--- src/core/ast_pkg.sv ---
// Purpose: shared constants and types of the acquisition strobe timer
// Assumes: 250 MHz clock, 32-bit plain register port
// Notes:   all durations are kept in microseconds and counted on a 1 us tick
package ast_pkg;
  // register port widths
  localparam int DATA_W = 32;
  localparam int ADDR_W = 5;
  typedef logic [ADDR_W-1:0] ast_addr_t;
  typedef logic [DATA_W-1:0] ast_data_t;

  // one register access as the master presents it
  typedef struct packed {
    logic      wr;     // write strobe
    logic      rd;     // read strobe
    ast_addr_t addr;   // byte address
    ast_data_t wdata;  // write data
  } ast_bus_req_t;

  // the two strobe outputs
  typedef struct packed {
    logic single;      // one-shot strobe
    logic periodic;    // periodic strobe
  } ast_strobes_t;

  // register byte offsets
  localparam ast_addr_t OFS_CTRL     = 5'h00;
  localparam ast_addr_t OFS_STATUS   = 5'h04;
  localparam ast_addr_t OFS_ACQ_WAIT = 5'h08;
  localparam ast_addr_t OFS_EXPOSURE = 5'h0C;
  localparam ast_addr_t OFS_PDELAY   = 5'h10;
  localparam ast_addr_t OFS_PWIDTH   = 5'h14;
  localparam ast_addr_t OFS_PERIOD   = 5'h18;

  // control field positions
  localparam int CTRL_TRIG_BIT = 0;  // write 1 to trigger, reads 0
  localparam int CTRL_SEN_BIT  = 1;  // one-shot strobe enable
  localparam int CTRL_PEN_BIT  = 2;  // periodic strobe enable
  // status field positions
  localparam int STAT_BUSY_BIT = 3;  // state in bits 2:0

  // reset values
  localparam int RST_EXPOSURE_US = 1;
  localparam int RST_ZERO        = 0;

  // timing in microseconds, clock in MHz, tick length in cycles
  localparam int TICK_US         = 1;
  localparam int CLK_MHZ         = 250;
  localparam int TICK_CYC        = TICK_US * CLK_MHZ;
  localparam int ACQ_WAIT_MAX_US = 335500;
  localparam int EXPOSURE_MIN_US = 1;
  localparam int PRE_BUSY_MIN_US = 1;
  localparam int PRE_KNEE_US     = 218;
  localparam int PRE_BASE_US     = 219;
  localparam int POST_BUSY_US    = 218;

  // acquisition phases, gray along idle, wait, pre, expose, post
  typedef enum logic [2:0] {
    ST_IDLE   = 3'h0,
    ST_WAIT   = 3'h1,
    ST_PRE    = 3'h3,
    ST_EXPOSE = 3'h2,
    ST_POST   = 3'h6
  } ast_state_t;
endpackage : ast_pkg

--- src/core/ast_timer.sv ---
// Purpose: acquisition cycle sequencer with one-shot and periodic strobes
// Assumes: software trigger only; config held steady during a cycle
// Notes:   outputs are registered and aligned with the phase register
`timescale 1ns/100ps
module ast_timer #(
  parameter int CNT_W = 24                 // width of the us counters; time since trigger has one bit more
) (
  input  wire logic                  clk,
  input  wire logic                  rst,
  input  wire ast_pkg::ast_bus_req_t busReq,
  output ast_pkg::ast_data_t         rdData,
  output ast_pkg::ast_strobes_t      strobes,
  output logic                       busy
);
  import ast_pkg::*;

  localparam int PRE_W = $clog2(TICK_CYC);

  // refuse counters too narrow for the exposure range or the wait limit
  if (CNT_W < 23 || CNT_W > 31) begin : g_bad_width
    $error("CNT_W must lie between 23 and 31");
  end

  // configuration and state registers
  logic [CNT_W-1:0] acq_q,  acq_d;        // wait before pre busy
  logic [CNT_W-1:0] expo_q, expo_d;       // exposure length
  logic [CNT_W-1:0] dly_q,  dly_d;        // one-shot delay
  logic [CNT_W-1:0] wid_q,  wid_d;        // one-shot width
  logic [CNT_W-1:0] per_q,  per_d;        // periodic period
  logic             sEn_q,  sEn_d;        // one-shot enable
  logic             pEn_q,  pEn_d;        // periodic enable
  ast_state_t       state_q, state_d;     // acquisition phase
  logic [CNT_W-1:0] cnt_q,  cnt_d;        // us spent in phase
  logic [CNT_W:0]   elUs_q, elUs_d;       // us since trigger
  logic [CNT_W-1:0] pCnt_q, pCnt_d;       // us inside period
  logic             pRun_q, pRun_d;       // periodic allowed
  logic [PRE_W-1:0] pre_q,  pre_d;        // tick prescaler
  ast_data_t        rd_q,   rd_d;         // read data
  ast_strobes_t     str_q,  str_d;        // strobe outputs
  logic             busy_q, busy_d;       // cycle running

  // helpers
  logic             tick;                 // 1 us pulse
  logic             trigAcc;              // trigger taken
  logic [CNT_W-1:0] cntInc;               // phase count plus one
  logic [CNT_W-1:0] preLen;               // pre busy length
  logic [CNT_W-1:0] wrVal;                // write data cut to width
  logic             wrHit;                // any write

  assign tick    = (pre_q == PRE_W'(TICK_CYC - 1));
  assign cntInc  = cnt_q + CNT_W'(1);
  assign wrVal   = busReq.wdata[CNT_W-1:0];
  assign wrHit   = busReq.wr;
  assign trigAcc = wrHit && busReq.addr == OFS_CTRL && busReq.wdata[CTRL_TRIG_BIT]
                   && state_q == ST_IDLE;
  // short exposures stretch the pre busy so exposure end stays fixed
  assign preLen  = (expo_q >= CNT_W'(PRE_KNEE_US)) ? CNT_W'(PRE_BUSY_MIN_US)
                   : CNT_W'(PRE_BASE_US) - expo_q;

  // register writes; data cut to CNT_W bits, then wait and exposure are clamped
  always_comb begin
    acq_d  = acq_q;
    expo_d = expo_q;
    dly_d  = dly_q;
    wid_d  = wid_q;
    per_d  = per_q;
    sEn_d  = sEn_q;
    pEn_d  = pEn_q;
    if (wrHit) begin
      case (busReq.addr)
        OFS_CTRL: begin
          sEn_d = busReq.wdata[CTRL_SEN_BIT];
          pEn_d = busReq.wdata[CTRL_PEN_BIT];
        end
        OFS_ACQ_WAIT: begin
          // wait is capped at its largest legal value
          acq_d = (wrVal > CNT_W'(ACQ_WAIT_MAX_US)) ? CNT_W'(ACQ_WAIT_MAX_US) : wrVal;
        end
        OFS_EXPOSURE: begin
          // zero exposure is raised to the shortest one
          expo_d = (wrVal < CNT_W'(EXPOSURE_MIN_US)) ? CNT_W'(EXPOSURE_MIN_US) : wrVal;
        end
        OFS_PDELAY: dly_d = wrVal;
        OFS_PWIDTH: wid_d = wrVal;
        OFS_PERIOD: per_d = wrVal;
        default:    ;                   // unmapped writes are dropped
      endcase
    end
  end

  // read mux, answer in the next cycle only
  always_comb begin
    rd_d = '0;
    if (busReq.rd) begin
      case (busReq.addr)
        OFS_CTRL:     rd_d = DATA_W'({pEn_q, sEn_q, 1'b0});
        OFS_STATUS:   rd_d = DATA_W'({busy_q, state_q});
        OFS_ACQ_WAIT: rd_d = DATA_W'(acq_q);
        OFS_EXPOSURE: rd_d = DATA_W'(expo_q);
        OFS_PDELAY:   rd_d = DATA_W'(dly_q);
        OFS_PWIDTH:   rd_d = DATA_W'(wid_q);
        OFS_PERIOD:   rd_d = DATA_W'(per_q);
        default:      rd_d = '0;        // unmapped reads give zero
      endcase
    end
  end

  // sequencer, counters and strobe levels
  always_comb begin
    state_d = state_q;
    cnt_d   = cnt_q;
    pCnt_d  = pCnt_q;
    pRun_d  = pRun_q;
    // prescaler restarts on trigger so every interval is whole us
    pre_d   = (trigAcc || tick) ? '0 : pre_q + PRE_W'(1);
    // time since trigger, saturating
    elUs_d  = elUs_q;
    if (trigAcc) begin
      elUs_d = '0;
    end else if (tick && state_q != ST_IDLE && !(&elUs_q)) begin
      elUs_d = elUs_q + (CNT_W+1)'(1);
    end
    case (state_q)
      ST_IDLE: begin
        // zero wait goes straight into pre busy
        if (trigAcc) begin
          state_d = (acq_q != '0) ? ST_WAIT : ST_PRE;
          cnt_d   = '0;
        end
      end
      ST_WAIT: begin
        if (tick) begin
          if (cntInc >= acq_q) begin
            state_d = ST_PRE;
            cnt_d   = '0;
          end else begin
            cnt_d = cntInc;
          end
        end
      end
      ST_PRE: begin
        if (tick) begin
          if (cntInc >= preLen) begin
            state_d = ST_EXPOSE;
            cnt_d   = '0;
            pCnt_d  = '0;
            // periodic only if enabled and the period is nonzero and shorter than the exposure
            pRun_d  = pEn_q && per_q != '0 && per_q < expo_q;
          end else begin
            cnt_d = cntInc;
          end
        end
      end
      ST_EXPOSE: begin
        if (tick) begin
          if (cntInc >= expo_q) begin
            state_d = ST_POST;
            cnt_d   = '0;
            pRun_d  = 1'b0;
          end else begin
            cnt_d = cntInc;
            if (pCnt_q + CNT_W'(1) == per_q) begin
              pCnt_d = '0;
              // next period starts only if it can finish in time
              pRun_d = pRun_q && ({1'b0, cntInc} + {1'b0, per_q} <= {1'b0, expo_q});
            end else begin
              pCnt_d = pCnt_q + CNT_W'(1);
            end
          end
        end
      end
      ST_POST: begin
        if (tick) begin
          if (cntInc >= CNT_W'(POST_BUSY_US)) begin
            state_d = ST_IDLE;
            cnt_d   = '0;
          end else begin
            cnt_d = cntInc;
          end
        end
      end
      default: begin
        state_d = ST_IDLE;
        cnt_d   = '0;
        pRun_d  = 1'b0;
      end
    endcase
    busy_d = (state_d != ST_IDLE);
    // one-shot high from delay for width, cut off once exposure ends
    str_d.single = sEn_q && (state_d == ST_WAIT || state_d == ST_PRE || state_d == ST_EXPOSE)
                   && elUs_d >= {1'b0, dly_q}
                   && (elUs_d - {1'b0, dly_q}) < {1'b0, wid_q};
    // periodic high in the first half of each allowed period, rounded up to whole us
    str_d.periodic = (state_d == ST_EXPOSE) && pRun_d
                     && ({pCnt_d, 1'b0} < {1'b0, per_q});
  end

  // all state registers
  always_ff @(posedge clk or posedge rst) begin
    if (rst) begin
      acq_q   <= '0;
      expo_q  <= CNT_W'(RST_EXPOSURE_US);
      dly_q   <= '0;
      wid_q   <= '0;
      per_q   <= '0;
      sEn_q   <= 1'b0;
      pEn_q   <= 1'b0;
      state_q <= ST_IDLE;
      cnt_q   <= '0;
      elUs_q  <= '0;
      pCnt_q  <= '0;
      pRun_q  <= 1'b0;
      pre_q   <= '0;
      rd_q    <= '0;
      str_q   <= '0;
      busy_q  <= 1'b0;
    end else begin
      acq_q   <= acq_d;
      expo_q  <= expo_d;
      dly_q   <= dly_d;
      wid_q   <= wid_d;
      per_q   <= per_d;
      sEn_q   <= sEn_d;
      pEn_q   <= pEn_d;
      state_q <= state_d;
      cnt_q   <= cnt_d;
      elUs_q  <= elUs_d;
      pCnt_q  <= pCnt_d;
      pRun_q  <= pRun_d;
      pre_q   <= pre_d;
      rd_q    <= rd_d;
      str_q   <= str_d;
      busy_q  <= busy_d;
    end
  end

  assign rdData  = rd_q;
  assign strobes = str_q;
  assign busy    = busy_q;
endmodule : ast_timer

--- config.mk ---
export PLATFORM = sky130hd
export DESIGN_NAME = ast_timer
export DESIGN_NICKNAME = d
export VERILOG_FILES = /design/src/core/ast_pkg.sv /design/src/core/ast_timer.sv
export SDC_FILE = /design/constraint.sdc
export NUM_CORES = 1
export LEC_CHECK = 0
export ABC_AREA = 0
export BUFFER_PORTS_ARGS = -buffer_cell sky130_fd_sc_hd__buf_4
export CAP_MARGIN = 30
export CORE_MARGIN = 2
export CORE_UTILIZATION = 51
export DETAILED_ROUTE_END_ITERATION = 7
export PLACE_DENSITY = 0.7
export RECOVER_POWER = 100
export SLEW_MARGIN = 20
export SYNTH_ARGS = -nofsm -noshare
export SYNTH_HDL_FRONTEND = slang
export SYNTH_SLANG_ARGS = --single-unit
--- constraint.sdc ---
create_clock -name clk -period 8.1 [get_ports clk]
set_clock_uncertainty 0.05 [all_clocks]
set_input_delay 1.62 -clock clk [delete_from_list [all_inputs] [get_ports clk]]
set_output_delay 1.62 -clock clk [all_outputs]
set_load 0.02 [all_outputs]
* After elaboration in Yosys (flattened, before gate mapping) *
Index checks and enable logic that the tools add are counted.
W data, S select, Z words.

storage, ports and cells
  bits in registers = 242
  input bits = 41
  output and inout bits = 35

operators by class
  add/sub/neg operators = 7
  $lt $le $gt $ge = 12
  equal/unequal tests = 20
  muxes and demuxes = 41
  reductions and logical operators = 32

operators with widths
  kind                     count
  $mux W24                 18
  $pmux W24 S7             1
  $pmux W24 S5             1
  $ge A24 B24 Y1           3
  $lt A25 B24 Y1           2
  $mux W25                 2
  $add A24 B1 Y24 const B  2
  $ge A24 B8 Y1 const B    2
  $pmux W24 S2             1
  $reduce_bool A24 Y1      2
  $mux W3                  9
  $add A24 B24 Y25         1
  $add A25 B1 Y25 const B  1
  $ge A25 B24 Y1           1
  $le A25 B24 Y1           1
  $reduce_and A25 Y1       1
  $sub A25 B24 Y25         1
  $eq A24 B24 Y1           1
  $gt A24 B19 Y1 const B   1
  $lt A24 B1 Y1 const B    1
  $lt A24 B24 Y1           1
  $sub A8 B24 Y24 const A  1
  $eq A5 B5 Y1 const B     3
  $pmux W3 S5              1
  other kinds (21)         54

* Logic depth before layout (Yosys ltp) *
  word-level depth = 12
  gate-level depth with buffers = 32

* Worst setup path after synthesis *
OpenSTA, ideal clock, no wires.

  path kind = input to register
  start point = input port busReq[33] (netlist name)
  end point = register str_q (netlist bit strobes[1])
  arrival = 6.674 ns
  required time = 7.955 ns
  slack = 1.281 ns
  cell stages on the path = 26
  buffers on the path = 2
  cell sequence = nor3_1 -> nand4_1 -> nor4_1 -> clkbuf_1 -> nor2_1 -> ha_1 -> clkbuf_1 -> a21o_1 -> a21o_1 -> a221oi_1 -> a31oi_1 -> a21o_1 -> a21oi_1 -> o21bai_1 -> a21oi_1 -> xnor2_1 -> ha_1 -> nand4_1 -> nor3_1 -> a2111oi_0 -> nand2_1 -> nor2_1 -> o21ai_0 -> o221ai_1 -> nand4b_1 -> nor4b_2

RTL lines
  element               RTL line          text
  from (decl)           ast_timer.sv:10   input wire ast_pkg::ast_bus_req_t busReq,
  to (signal assigned)  ast_timer.sv:232  str_q <= str_d;
  to (decl)             ast_timer.sv:39   ast_strobes_t str_q, str_d;

==> summary.txt <==
Die
  • Starting density of the core: 0.513
  • Width of the die: approximately 200 um
  • Boundary pin count: 76
  • Std-Cell Core Area: around 36,000 um2
  • Die area: between 30,000 and 40,000 um2
  • Floorplan die height: between 150 and 200 um
  • Cell row count: 70

Finish
  • Fraction of layout instances using a drive strength above 1: 0.108
  • Total of fill cells in the finished design: approximately 3,300
  • Number of nets in the layout: 2,413
  • Layout overhead on the synthesized area: 9.84%
  • Diodes inserted: 0

Placed design
  • Count of buffers inserted at the top-level ports: between 50 and 60
  • HPWL after detailed placement: 44,700 um
  • Gp weighted congestion: 0.964

Routing
  • Antenna-violating nets left: 0
  • Wire length per cell: about 22 um
  • Number of violations reported at the end of detailed-routing iteration 0: about 1,600
  • Routed wire length: 58,200 um
  • Ratio of routed vias to standard cells: 6.28
  • DRC viols: 0
  • Total via count in the routed design: approximately 17,000
  • First-pass detailed-route iteration total: 8

Timing
  • Tmin final: between 7 and 8 ns
  • Slew Limit Headroom: -2.14
  • Setup repair after global routing missed its margin: no
  • TNS Setup: 0 ns
  • Maximum operating frequency: between 100 and 150 MHz
  • Max Slew Vio Count: 197
  • Worst Tran Pin Value: ~4.7 ns
  • Worst hold slack: around 0.47 ns
  • Endpoints failing setup: 0
  • Final worst path period share: 0.908
  • Hold Vio Cnt, Final: 0

Worst setup path
  • Critical Path Sink Type: register
  • Worst reg-to-reg setup slack: between 0.7 and 0.8 ns
  • Worst Setup Start Kind: register
  • Critical path fanouts, max: 23
  • Critical path arrival: ~7.8 ns
  • Startpoint-to-endpoint class of the critical path: reg2reg
  • Data required time at the worst endpoint: between 8 and 9 ns

Logic synthesis
  • Post-synthesis share of cell area spent on full adders, half adders and majority gates: 0.151
  • Syn Inst Count: around 2,100
  • Mapped cell area: about 19,000 um2
  • Mux contribution to synthesized area: 0.0696
  • Sequential share of the synthesized area: 0.314
  • FF+latch count, synth: approximately 230
  • Area share of xor/xnor cells in the synthesized design: 0.0577
  • Largest family of logic cells by synthesized area: simple AND/OR/NAND/NOR gates
  • Number of synthesized flops with an enable pin: 0
  • Most used flip-flop cell after synthesis: sky130_fd_sc_hd__dfrtp_1
  • Ys Warns: 0
  • Count of distinct cell types in the synthesized netlist: 87
  • Area fraction in and, or, nand and nor cells after synthesis: 0.179
  • Async set or reset register ratio after synthesis: 1.00
  • Post-synthesis area per instance: around 8.9 um2
  • Synthesized-area fraction occupied by ao, oa, aoi and oai cells: 0.176

Clock network
  • Max Root-Sink Buffers: 3
  • Htree depth: 1
  • Clock slew at the register clock pins of the worst setup and hold paths: 0.06 ns
  • Clock sinks: ~230
  • Hold-fix buffers at CTS: 0
  • Cell chosen for the clock root: sky130_fd_sc_hd__clkbuf_16
  • Clock latency on the worst-skew pair: around 0.56 ns
  • TritonCTS clock tree: yes
  • Post-CTS Resized: 0
  • Inserted Clock Buffers: 26
  • Number of buffers added for setup after CTS: 0

GRT
  • Number of global-route vias before repair: 15,776
  • Gr ovfl total: 0
  • Largest net degree at the start of global routing: 103
  • Global-route wire length before repair: about 90,000 um
  • GRT Overall Usage: 0.304
  • Initial antenna violation count: 1

Power and ir drop
  • Total leakage power: about 9.3 nW
  • Total power: between 3 and 4 mW
  • Peak supply drop: between 0.2 and 0.25 mV
  • Pwr/cell area: roughly 190 nW/um2

Worst hold path
  • Worst hold-check path type: reg2reg

Status
  • Violations in the final reports: capacitance limit, slew limit
  • Run status: finished, violations left

Flow run
  • Maximum Capacitance Violations: 3
## cell type report
| cell class | count | area (um2) | share of cell area |
|---|---|---|---|
| sequential | 234 | 5860 | 0.286 |
| clock buffer | 35 | 756 | 0.0369 |
| inverter | 164 | 617 | 0.0301 |
| timing repair buffer | 105 | 631 | 0.0308 |
| tap | 468 | 586 | 0.0286 |
| multi-input combinational | 1617 | 11900 | 0.578 |
| clock inverter | 12 | 196 | 0.00958 |
## path summary, 6_finish.rpt
kind | startpoint | end | cells after the start
setup / recovery | cnt_q[0]$_DFFE_PP0P_ | strobes[0]$_DFF_PP0_ | 26
max in group asynchronous | rst | per_q[3]$_DFFE_PP0P_ | 4
setup reg to reg | cnt_q[0]$_DFFE_PP0P_ | strobes[0]$_DFF_PP0_ | 26
hold / removal | wid_q[18]$_DFFE_PP0P_ | wid_q[18]$_DFFE_PP0P_ | 2
hold reg to reg | wid_q[18]$_DFFE_PP0P_ | wid_q[18]$_DFFE_PP0P_ | 2
min in group asynchronous | rst | pCnt_q[8]$_DFF_PP0_ | 2
## through the flow
step	util	instances	cell area, um2	worst slack [ns]
floorplan	-	2094	18700	0.0137
global placement	0.543	2586	19700	0.741
detailed placement	0.543	2586	19700	0.666
CTS	0.569	2633	20700	1.06
global route	0.564	2635	20500	0.259
finish	0.564	2635	20500	0.742
## cells in the final DEF (no fill, tap or decap), drive strengths merged, types with 64 or more instances in the layout
cell,n
a21oi,120
clkbuf,80
dfrtp,233
ha,222
inv,164
mux2,92
nand2,191
nand3,69
nor2,123
o21ai,113
xnor2,64
## cells by family after synthesis
| family | count (synthesis) |
|---|---|
| multiplexers | 117 |
| XOR/XNOR | 123 |
| AND/OR/NAND/NOR | 640 |
| adder cells (fa/ha/maj) | 224 |
| flip-flops | 234 |
| other | 1 |
| buffers and inverters | 243 |
| AO/OA/AOI/OAI | 505 |
## per-layer routing
metal / global-route usage / wire length, um / vias up
met5: 0 / 0 / -
met2: 0.478 / 25400 / 643
met1: 0.426 / 25900 / 8047
li1: - / - / 7735
met3: 0.0542 / 4720 / 130
met4: 0.0941 / 2140 / 0
## state kept, by name, indices dropped and copies added, names as in the netlist
name / count
cnt_q: 24
pRun_q: 1
expo_q: 24
wid_q: 24
rdData: 24
pre_q: 8
per_q: 24
dly_q: 24
state_q: 3
sEn_q: 1
pEn_q: 1
acq_q: 24
pCnt_q: 24
busy: 1
strobes: 2
elUs_q: 25
## power by group
group | switching [mW] | leakage (nW) | internal [mW] | total (mW)
combinational | 0.673 | 6.06 | 0.491 | 1.16
sequential | 0.189 | 2.81 | 1.28 | 1.47
clock | 0.513 | 0.460 | 0.813 | 1.33
## worst max-delay path, stage by stage, from the launching register on
cell and delay (ns):
sky130_fd_sc_hd__dfrtp_1 0.61, sky130_fd_sc_hd__nand3_1 0.25, sky130_fd_sc_hd__nor4_1 0.59, sky130_fd_sc_hd__nand3_1 0.14, sky130_fd_sc_hd__nor2_1 0.13, sky130_fd_sc_hd__xor2_1 0.18
sky130_fd_sc_hd__clkbuf_1 0.36, sky130_fd_sc_hd__ha_1 0.34, sky130_fd_sc_hd__a21oi_1 0.17, sky130_fd_sc_hd__o21ai_0 0.14, sky130_fd_sc_hd__a2111oi_0 0.39, sky130_fd_sc_hd__o21ai_0 0.28
sky130_fd_sc_hd__a21o_1 0.28, sky130_fd_sc_hd__or3_1 0.38, sky130_fd_sc_hd__a21boi_0 0.15, sky130_fd_sc_hd__buf_4 0.26, sky130_fd_sc_hd__mux2_2 0.30, sky130_fd_sc_hd__ha_1 0.26
sky130_fd_sc_hd__nor2b_1 0.13, sky130_fd_sc_hd__o21a_1 0.16, sky130_fd_sc_hd__o21ai_0 0.15, sky130_fd_sc_hd__a21oi_1 0.11, sky130_fd_sc_hd__o2111ai_1 0.19, sky130_fd_sc_hd__a31oi_1 0.15
sky130_fd_sc_hd__o311ai_0 0.63, sky130_fd_sc_hd__nand4b_1 0.16, sky130_fd_sc_hd__and4bb_1 0.32
## Yosys cell counts, types with 17 or more instances
library cell	n	area share
sky130_fd_sc_hd__nor2b_1	18	0.0060
sky130_fd_sc_hd__inv_1	164	0.033
sky130_fd_sc_hd__a31oi_1	28	0.0094
sky130_fd_sc_hd__a211oi_1	18	0.0072
sky130_fd_sc_hd__o21a_1	17	0.0068
sky130_fd_sc_hd__mux2_2	92	0.056
sky130_fd_sc_hd__and3_1	20	0.0067
sky130_fd_sc_hd__nor3_1	32	0.0086
sky130_fd_sc_hd__nor2_1	123	0.025
sky130_fd_sc_hd__xnor2_1	64	0.030
sky130_fd_sc_hd__xor2_1	59	0.028
sky130_fd_sc_hd__and2_1	23	0.0077
sky130_fd_sc_hd__nand3_1	67	0.018
sky130_fd_sc_hd__clkbuf_1	52	0.010
sky130_fd_sc_hd__ha_1	222	0.15
sky130_fd_sc_hd__o21ai_0	111	0.030
sky130_fd_sc_hd__nor4_1	31	0.010
sky130_fd_sc_hd__dfrtp_1	233	0.31
sky130_fd_sc_hd__a21o_1	38	0.015
sky130_fd_sc_hd__nand2_1	190	0.038
sky130_fd_sc_hd__mux2i_1	24	0.013
sky130_fd_sc_hd__nand4_1	54	0.018
sky130_fd_sc_hd__a21oi_1	119	0.032
sky130_fd_sc_hd__a22oi_1	50	0.020
(Power assumes the default switching activity.)
